==> src/hw/pulse_timer_pkg.sv <==
// ============================================================================
// pulse_timer_pkg: constants shared by the pulse output timer and its
// count source selector.
// assumes: single 25 MHz clock domain, synchronous active-low reset.
package pulse_timer_pkg;

  // ==========================================================================
  // widths
  localparam int unsigned COUNT_W = 8;
  localparam int unsigned SEL_W = 3;

  // ==========================================================================
  // count source select codes
  localparam logic [2:0] SEL_CLOCK_DIV1 = 3'h0;
  localparam logic [2:0] SEL_CLOCK_DIV2 = 3'h1;
  localparam logic [2:0] SEL_CLOCK_DIV8 = 3'h2;
  localparam logic [2:0] SEL_ONCHIP_OSC = 3'h3;
  localparam logic [2:0] SEL_SUBCLOCK_DIV32 = 3'h4;

  // ==========================================================================
  // divider terminal counts (counter runs 0..N-1)
  localparam logic [4:0] DIV2_LAST = 5'h01;
  localparam logic [4:0] DIV8_LAST = 5'h07;
  localparam logic [4:0] DIV32_LAST = 5'h1F;

  // ==========================================================================
  // values after reset; prescaler and timer values also after a forced stop
  localparam logic [7:0] PRESCALER_RESET = 8'hFF;
  localparam logic [7:0] TIMER_RESET = 8'hFF;
  localparam logic [2:0] SEL_RESET = 3'h0;

  // ==========================================================================
  // source selector state: gray coded along idle -> run
  typedef enum logic [1:0] {
    SRC_IDLE = 2'b00,
    SRC_RUN = 2'b01
  } src_state_t;

endpackage : pulse_timer_pkg

==> src/hw/count_tick_if.sv <==
// ============================================================================
// count_tick_if: carries the count source selection and the resulting
// one-cycle count tick between the timer and its source selector.
// assumes: both ends on mclk.
`timescale 1ns/1ps
interface count_tick_if;
  logic [2:0] sel;
  logic run;
  logic tick;

  modport gen (
    input sel,
    input run,
    output tick
  );

  modport use_tick (
    output sel,
    output run,
    input tick
  );
endinterface : count_tick_if

==> src/hw/count_source_sel.sv <==
// ============================================================================
// count_source_sel: turns the selected count source into a one-cycle tick
// on mclk.
// assumes: onchip_osc_clock and subclock arrive asynchronously as pins and
// are much slower than mclk/2.
`timescale 1ns/1ps
module count_source_sel
  import pulse_timer_pkg::*;
(
  input wire logic mclk,
  input wire logic reset_n,
  input wire logic onchip_osc_clock,
  input wire logic subclock,
  count_tick_if.gen cs
);

  logic [1:0] osc_sync_q;
  logic [1:0] sub_sync_q;
  logic osc_last_q;
  logic sub_last_q;
  logic [4:0] div_q;
  logic [4:0] sub_div_q;
  logic sub_tick_q;
  logic tick_q;
  src_state_t state_q;
  logic osc_rise;
  logic sub_rise;

  // ==========================================================================
  // pin synchronisers; stage 0 feeds stage 1 only
  always_ff @(posedge mclk) begin
    if (!reset_n) begin
      osc_sync_q <= 2'h0;
      sub_sync_q <= 2'h0;
      osc_last_q <= 1'b0;
      sub_last_q <= 1'b0;
    end else begin
      osc_sync_q <= {osc_sync_q[0], onchip_osc_clock};
      sub_sync_q <= {sub_sync_q[0], subclock};
      osc_last_q <= osc_sync_q[1];
      sub_last_q <= sub_sync_q[1];
    end
  end

  assign osc_rise = osc_sync_q[1] & ~osc_last_q;
  assign sub_rise = sub_sync_q[1] & ~sub_last_q;

  // dividers restart whenever counting is off so the first period is whole
  always_ff @(posedge mclk) begin
    if (!reset_n) begin
      state_q <= SRC_IDLE;
      div_q <= 5'h00;
      sub_div_q <= 5'h00;
      sub_tick_q <= 1'b0;
    end else begin
      state_q <= cs.run ? SRC_RUN : SRC_IDLE;
      sub_tick_q <= 1'b0;
      if (state_q == SRC_IDLE) begin
        div_q <= 5'h00;
        sub_div_q <= 5'h00;
      end else begin
        div_q <= (div_q == DIV8_LAST) ? 5'h00 : 5'(div_q + 5'h01);
        if (sub_rise) begin
          sub_div_q <= 5'(sub_div_q + 5'h01);
          sub_tick_q <= (sub_div_q == DIV32_LAST);
        end
      end
    end
  end

  // one of five internal sources becomes the tick
  always_ff @(posedge mclk) begin
    if (!reset_n) begin
      tick_q <= 1'b0;
    end else if (state_q != SRC_RUN || !cs.run) begin
      tick_q <= 1'b0;
    end else begin
      case (cs.sel)
        SEL_CLOCK_DIV1: tick_q <= 1'b1;
        SEL_CLOCK_DIV2: tick_q <= (div_q[0] == DIV2_LAST[0]);
        SEL_CLOCK_DIV8: tick_q <= (div_q[2:0] == DIV8_LAST[2:0]);
        SEL_ONCHIP_OSC: tick_q <= osc_rise;
        SEL_SUBCLOCK_DIV32: tick_q <= sub_tick_q;
        default: tick_q <= 1'b0;
      endcase
    end
  end

  assign cs.tick = tick_q;

endmodule : count_source_sel

==> src/hw/pulse_output_timer.sv <==
// ============================================================================
// pulse_output_timer: 8-bit down counter behind an 8-bit prescaler, run in
// pulse output mode, toggling a pulse pin on each timer underflow that has no mode write in the same cycle.
// assumes: control writes arrive as one-cycle strobes on mclk; pins are
// asynchronous and resolved by the pad from value and enable.
//
// How it works
// - count source is clock/1, clock/2, clock/8, on-chip oscillator or subclock/32.
// - both counters decrement; timer underflow reloads both and counting continues.
// - underflow rate is source over (n+1)(m+1).
// - writing count start 1 starts counting.
// - writing count start 0 stops counting.
// - writing forced stop 1 halts counting at once.
// - each timer underflow raises the timer interrupt request.
// - pulse pin is pulse output, programmable output, or interrupt-one input.
// - inverted pin is a programmable port or inverse of pulse output.
// - reads return current counter values, not reload values.
// - while stopped, writes load reload register and counter together.
// - while counting, writes load reload register and later the counter.
// - start level select sets pulse level when generation begins.
// - inverted output enable drives complement of pulse on inverted pin.
// - pulse output stop stops pulse drive on the pulse pin.
// - pin location select routes pulse pin to port one bit seven or five.
// - writing the mode register restores the configured starting level.
// - a timer underflow without a mode write in the same cycle inverts the pulse pin level.
// - prescaler counts source cycles; timer counts prescaler underflows.
// - running, prescaler loads on source tick, timer loads on prescaler underflow.
// - forced stop sets prescaler and timer to all ones.
`timescale 1ns/1ps
module pulse_output_timer
  import pulse_timer_pkg::*;
#(
  parameter int unsigned WIDTH = COUNT_W
)
(
  input wire logic mclk,
  input wire logic reset_n,
  // count sources arriving as pins
  input wire logic onchip_osc_clock,
  input wire logic subclock,
  // timer control register write
  input wire logic timer_control_wr,
  input wire logic count_start_bit,
  input wire logic forced_stop_bit,
  // mode register write, carrying the count source select
  input wire logic mode_wr,
  input wire logic [2:0] count_source_select,
  // prescaler and timer register writes
  input wire logic prescaler_wr,
  input wire logic timer_wr,
  input wire logic [WIDTH-1:0] wr_data,
  // io control register bits, held as levels
  input wire logic start_level_select,
  input wire logic inverted_out_enable,
  input wire logic pulse_output_stop,
  input wire logic pin_location_select,
  // programmable port data and direction for the three pins
  input wire logic port_one_bit_seven_data,
  input wire logic port_one_bit_seven_dir,
  input wire logic port_one_bit_five_data,
  input wire logic port_one_bit_five_dir,
  input wire logic inverted_port_data,
  input wire logic inverted_port_dir,
  // pins
  input wire logic port_one_bit_seven_in,
  output logic port_one_bit_seven_out,
  output logic port_one_bit_seven_oe,
  input wire logic port_one_bit_five_in,
  output logic port_one_bit_five_out,
  output logic port_one_bit_five_oe,
  output logic inverted_out_pin_out,
  output logic inverted_out_pin_oe,
  // status
  output logic [WIDTH-1:0] prescaler_count,
  output logic [WIDTH-1:0] timer_count,
  output logic count_active,
  output logic pulse_level,
  output logic external_irq_one_input,
  output logic timer_irq
);

  // ==========================================================================
  // storage
  logic active_q;
  logic [2:0] sel_q;
  logic [WIDTH-1:0] pre_reload_q;
  logic [WIDTH-1:0] tmr_reload_q;
  logic [WIDTH-1:0] pre_cnt_q;
  logic [WIDTH-1:0] tmr_cnt_q;
  logic pre_pend_q;
  logic tmr_pend_q;
  logic level_q;
  logic irq_q;
  logic [1:0] p17_sync_q;
  logic [1:0] p15_sync_q;
  logic irq_one_q;
  logic p17_out_q;
  logic p17_oe_q;
  logic p15_out_q;
  logic p15_oe_q;
  logic inv_out_q;
  logic inv_oe_q;
  logic tick;
  logic pre_uf;
  logic tmr_uf;
  logic start_req;
  logic stop_req;
  logic force_req;

  count_tick_if cs_bus ();

  // ==========================================================================
  // reload-or-decrement step shared by both counters
  function automatic logic [WIDTH-1:0] step_count(
    input logic [WIDTH-1:0] cnt,
    input logic [WIDTH-1:0] reload
  );
    step_count = (cnt == '0) ? reload : WIDTH'(cnt - 1'b1);
  endfunction : step_count

  // ==========================================================================
  // count source
  assign cs_bus.sel = sel_q;
  assign cs_bus.run = active_q;
  assign tick = cs_bus.tick;

  count_source_sel u_src (
    .mclk(mclk),
    .reset_n(reset_n),
    .onchip_osc_clock(onchip_osc_clock),
    .subclock(subclock),
    .cs(cs_bus.gen)
  );

  // ==========================================================================
  // control decode
  assign force_req = timer_control_wr & forced_stop_bit;
  assign start_req = timer_control_wr & count_start_bit & ~forced_stop_bit;
  assign stop_req = timer_control_wr & ~count_start_bit & ~forced_stop_bit;

  // underflows only count while running; a tick after a stop is dropped
  assign pre_uf = active_q & tick & ~pre_pend_q & (pre_cnt_q == '0);
  assign tmr_uf = pre_uf & ~tmr_pend_q & (tmr_cnt_q == '0);

  // run flag; forced stop wins over a start in the same write
  always_ff @(posedge mclk) begin
    if (!reset_n) begin
      active_q <= 1'b0;
    end else if (force_req) begin
      active_q <= 1'b0;
    end else if (start_req) begin
      active_q <= 1'b1;
    end else if (stop_req) begin
      active_q <= 1'b0;
    end
  end

  // source select is taken from the mode register
  always_ff @(posedge mclk) begin
    if (!reset_n) begin
      sel_q <= SEL_RESET;
    end else if (mode_wr) begin
      sel_q <= count_source_select;
    end
  end

  // ==========================================================================
  // reload registers
  always_ff @(posedge mclk) begin
    if (!reset_n) begin
      pre_reload_q <= PRESCALER_RESET;
      tmr_reload_q <= TIMER_RESET;
    end else if (force_req) begin
      pre_reload_q <= PRESCALER_RESET;
      tmr_reload_q <= TIMER_RESET;
    end else begin
      if (prescaler_wr) begin
        pre_reload_q <= wr_data;
      end
      if (timer_wr) begin
        tmr_reload_q <= wr_data;
      end
    end
  end

  // ==========================================================================
  // prescaler counter; a write while running waits for the next tick
  always_ff @(posedge mclk) begin
    if (!reset_n) begin
      pre_cnt_q <= PRESCALER_RESET;
      pre_pend_q <= 1'b0;
    end else if (force_req) begin
      pre_cnt_q <= PRESCALER_RESET;
      pre_pend_q <= 1'b0;
    end else begin
      if (active_q && tick) begin
        if (pre_pend_q) begin
          pre_cnt_q <= pre_reload_q;
        end else begin
          pre_cnt_q <= step_count(pre_cnt_q, pre_reload_q);
        end
      end
      if (active_q && tick) begin
        pre_pend_q <= 1'b0;
      end
      // a fresh write wins over the pending transfer being consumed
      if (prescaler_wr) begin
        if (active_q) begin
          pre_pend_q <= 1'b1;
        end else begin
          pre_cnt_q <= wr_data;
          pre_pend_q <= 1'b0;
        end
      end
    end
  end

  // ==========================================================================
  // timer counter; steps on prescaler underflow only
  always_ff @(posedge mclk) begin
    if (!reset_n) begin
      tmr_cnt_q <= TIMER_RESET;
      tmr_pend_q <= 1'b0;
    end else if (force_req) begin
      tmr_cnt_q <= TIMER_RESET;
      tmr_pend_q <= 1'b0;
    end else begin
      if (pre_uf) begin
        if (tmr_pend_q) begin
          tmr_cnt_q <= tmr_reload_q;
        end else begin
          tmr_cnt_q <= step_count(tmr_cnt_q, tmr_reload_q);
        end
        tmr_pend_q <= 1'b0;
      end
      if (timer_wr) begin
        if (active_q) begin
          tmr_pend_q <= 1'b1;
        end else begin
          tmr_cnt_q <= wr_data;
          tmr_pend_q <= 1'b0;
        end
      end
    end
  end

  // ==========================================================================
  // interrupt pulse, one mclk wide per underflow
  always_ff @(posedge mclk) begin
    if (!reset_n) begin
      irq_q <= 1'b0;
    end else begin
      irq_q <= tmr_uf;
    end
  end

  // ==========================================================================
  // pulse level; a mode write or a start from stop restores the start level
  always_ff @(posedge mclk) begin
    if (!reset_n) begin
      level_q <= 1'b0;
    end else if (mode_wr) begin
      level_q <= start_level_select;
    end else if (start_req && !active_q) begin
      level_q <= start_level_select;
    end else if (tmr_uf) begin
      level_q <= ~level_q;
    end
  end

  // ==========================================================================
  // pin routing, registered so pads see no decode glitches
  always_ff @(posedge mclk) begin
    if (!reset_n) begin
      p17_out_q <= 1'b0;
      p17_oe_q <= 1'b0;
      p15_out_q <= 1'b0;
      p15_oe_q <= 1'b0;
    end else begin
      p17_out_q <= port_one_bit_seven_data;
      p17_oe_q <= port_one_bit_seven_dir;
      p15_out_q <= port_one_bit_five_data;
      p15_oe_q <= port_one_bit_five_dir;
      // pulse drive only on the selected pin and only when not stopped
      if (!pulse_output_stop) begin
        if (pin_location_select) begin
          p15_out_q <= level_q;
          p15_oe_q <= 1'b1;
        end else begin
          p17_out_q <= level_q;
          p17_oe_q <= 1'b1;
        end
      end
    end
  end

  // inverted pin follows the complement of the pulse level when enabled
  always_ff @(posedge mclk) begin
    if (!reset_n) begin
      inv_out_q <= 1'b0;
      inv_oe_q <= 1'b0;
    end else if (inverted_out_enable) begin
      inv_out_q <= ~level_q;
      inv_oe_q <= 1'b1;
    end else begin
      inv_out_q <= inverted_port_data;
      inv_oe_q <= inverted_port_dir;
    end
  end

  // ==========================================================================
  // interrupt-one input from the selected location, synchronised first
  always_ff @(posedge mclk) begin
    if (!reset_n) begin
      p17_sync_q <= 2'h0;
      p15_sync_q <= 2'h0;
      irq_one_q <= 1'b0;
    end else begin
      p17_sync_q <= {p17_sync_q[0], port_one_bit_seven_in};
      p15_sync_q <= {p15_sync_q[0], port_one_bit_five_in};
      irq_one_q <= pin_location_select ? p15_sync_q[1] : p17_sync_q[1];
    end
  end

  // ==========================================================================
  // outputs
  assign port_one_bit_seven_out = p17_out_q;
  assign port_one_bit_seven_oe = p17_oe_q;
  assign port_one_bit_five_out = p15_out_q;
  assign port_one_bit_five_oe = p15_oe_q;
  assign inverted_out_pin_out = inv_out_q;
  assign inverted_out_pin_oe = inv_oe_q;
  assign prescaler_count = pre_cnt_q;
  assign timer_count = tmr_cnt_q;
  assign count_active = active_q;
  assign pulse_level = level_q;
  assign external_irq_one_input = irq_one_q;
  assign timer_irq = irq_q;

endmodule : pulse_output_timer

==> config.mk <==
export PLATFORM = sky130hd
export DESIGN_NAME = pulse_output_timer
export DESIGN_NICKNAME = d
export VERILOG_FILES = /design/src/hw/pulse_timer_pkg.sv /design/src/hw/count_tick_if.sv /design/src/hw/count_source_sel.sv /design/src/hw/pulse_output_timer.sv
export SDC_FILE = /design/constraint.sdc
export NUM_CORES = 1
export LEC_CHECK = 0
export BUFFER_PORTS_ARGS = -buffer_cell sky130_fd_sc_hd__buf_4
export CAP_MARGIN = 20
export CORE_AREA = 2 2 59 117
export CTS_CLUSTER_DIAMETER = 50
export DETAILED_ROUTE_END_ITERATION = 7
export DIE_AREA = 0 0 61 119
export PLACE_DENSITY_LB_ADDON = 0.1
export SKIP_LAST_GASP = 1
export SYNTH_ARGS = -nofsm -noshare
export SYNTH_HDL_FRONTEND = slang
export SYNTH_SLANG_ARGS = --single-unit
==> constraint.sdc <==
create_clock -name mclk -period 2.6 [get_ports mclk]
set_clock_uncertainty 0.15 [all_clocks]
set_input_delay 0.52 -clock mclk [delete_from_list [all_inputs] [get_ports mclk]]
set_output_delay 0.52 -clock mclk [all_outputs]
set_load 0.005 [all_outputs]
==> reports/qor.yml <==
vias: 2624
cp-start-kind: "flip-flop"
seq_area_frac_synth_pct: 45.11
synthArstFlopShare_pct: 0
cp_slowest_stage_delay_ns: 0.75
synth_most_common_cell: "dfxtp_1"
first_pass_iters: 4
detail-route-antenna-nets: 0
drt_iter0_markers: 101
area_delta_synth_final_pct: 26.58
rows: 42
setup_tns_ns: 0
die-area_um2: 7259
clock_sinks: 70
grt_pass1_wl_um: 11720
cp_common_cell: "a21oi_1"
clk-insertion-delay-late_ns: 0.34
utilization_pct: 60.84
fillers: 591
grtUsageTotal_pct: 21.38
netlist_area_um2: 3107
hold_viol_final: 0
p_leak_nw: 1.658
synth_edf_count: 0
routed_via_density: 5.344
synth_nets: 380
overflow: 0
synth_top_area_share_pct: 45.11
worstPathArrival_ns: 2.45
path_class: "flip-flop to flip-flop"
grt_max_degree: 29
final_nets: 439
numCtsBuffers: 9
power.density_nw_per_um2: 666.7
portBuffers: 58
multiInputGateArea_um2: 1574
hold_ws_ns: 0.2314
crit_path_end_kind: "flip-flop"
cp_cell_sequence: "inv_1, ha_1, nor3b_1, a21oi_1, a21oi_1, nor4_1, a211oi_2"
hold_buffers: 0
fin_crit_ns: 2.394
cts_tree: "built"
hp-class: "input port to flip-flop"
antenna_found_initial: 0
required_ns: 2.66
timing.fmax_mhz: 417.7
fin_cells: 491
rsz0062_at_grt: "no"
dieWidth_um: 61
dpl_worst_slack_ns: 0.2165
final_layout_size_suffix_gt1_share_pct: 22.33
ios: 59
placed_area_um2: 3630
synth_area_leaders: "dfxtp_1 (45%), mux2i_1 (9.0%), nand2_1 (4.3%), o21ai_0 (3.4%), and2_1 (3.2%)"
diodes: 0
postCtsSetupBuffers: 0
cts_buffer_depth: 2
syn_inst: 339
initial_core_util_pct: 48.06
grt_pass1_vias: 2531
worst_pin_slew_ns: 0.9224
synth_top_area_cell: "dfxtp_1"
path_max_fanout: 13
worst_slack_ns: 0.2059
clk_pin_slew_ns: 0.05
coreArea_um2: 6464
fin_crit_sh_pct: 92.08
yosys_register_bits: 70
status: "finished, final reports clean"
maxSlewViolCount: 0
clock-root-buffer: "clkbuf_16"
routed_wl_um: 7109
maxCapViolations: 0
seq_area_um2: 1401
synthTopCellsByCount: "dfxtp_1 (70), nand2_1 (36), mux2i_1 (28), o21ai_0 (21), a21oi_1 (18)"
vdd_drop_max_mv: 0.3985
final_cell_area_um2: 3933
placed_cells: 475
drc: 0
avgSynthCellArea_um2: 9.164
ys_warn_count: 0
cts_max_level: 3
setup_viol_count_final: 0
synth_ff_type: "dfxtp_1"
chipHeight_um: 119
gp_congestion: 0.8752
total_power_mw: 2.622
dp_hpwl_um: 5104
cts_resized: 0
slew_headroom_pct: 38.51
crit_path_top_delay_cell: "a21oi_1"
wl_per_cell_um: 14.48
synth_cell_types: 49
[kinds of logic after synthesis]
group | share of synthesized area (%)
compound gates | 15.59
xor+xnor | 2.819
mux | 9.021
fa+ha+maj | 3.222
simple gates | 20.02
flops | 45.11
buf+inv | 4.229
[worst paths after layout]
path	start	to	slack, ns	depth (start not counted)
hold / removal	inverted_port_dir	inverted_out_pin_oe	0.23	2
hold reg to reg	p17_sync_q[0]	p17_sync_q[1]	0.28	1
setup reg to reg	timer_count[0]	timer_count[3]	0.21	7
setup / recovery	timer_count[0]	timer_count[3]	0.21	7
[routing by layer]
metal  GRT usage (%)  part of all wire (%)  vias up
li1                -                     -     1319
met1           27.54                    45     1213
met2           32.73                    48       82
met3           5.212                   5.5       10
met4           9.918                   2.4        0
met5               0                     0        -
[placed cells by master (no fill, tap or decap), types with 5 or more instances in the layout]
| master | n |
|---|---|
| nor3_1 | 7 |
| a21oi_1 | 18 |
| inv_1 | 13 |
| buf_4 | 66 |
| clkbuf_16 | 9 |
| and2_1 | 16 |
| ha_1 | 8 |
| dfxtp_1 | 70 |
| mux2i_1 | 28 |
| a221oi_1 | 7 |
| xnor2_1 | 6 |
| nor4_1 | 5 |
| o21ai_0 | 21 |
| nand2_1 | 36 |
| nor2b_1 | 11 |
| nor2_1 | 15 |
| nand3_1 | 7 |
[power breakdown]
group / internal (mW) / leakage (nW) / switching [mW]
registers: 1.12 / 0.575 / 0.0403
clock network: 0.793 / 0.146 / 0.429
logic: 0.126 / 0.937 / 0.112
total: 2.04 / 1.66 / 0.582
[sequential cells by signal (all words and copies together), names as in the netlist, 2 cells and up]
name,count
prescaler_count,8
tmr_reload_q,8
cs_bus.sel,3
u_src.div_q,5
p15_sync_q,2
u_src.sub_div_q,5
u_src.osc_sync_q,2
p17_sync_q,2
u_src.sub_sync_q,2
pre_reload_q,8
timer_count,8
[layout make-up]
type / instances / area share (%)
Sequential cell: 70 / 35.63
Clock buffer: 13 / 6.618
Clock inverter: 3 / 1.082
Timing Repair Buffer: 66 / 12.60
Tap cell: 88 / 2.800
Multi-Input combinational cell: 238 / 40.03
Inverter: 13 / 1.241
[worst max-delay path: cells and delay by family (launching register included)]
family | cells | cell delay (ns)
AO/OA/AOI/OAI | 3 | 0.94
adder cells (fa/ha/maj) | 1 | 0.23
buffers and inverters | 1 | 0.10
flip-flops | 1 | 0.39
AND/OR/NAND/NOR | 2 | 0.47
Note: power is estimated with default switching activity, not from simulation.
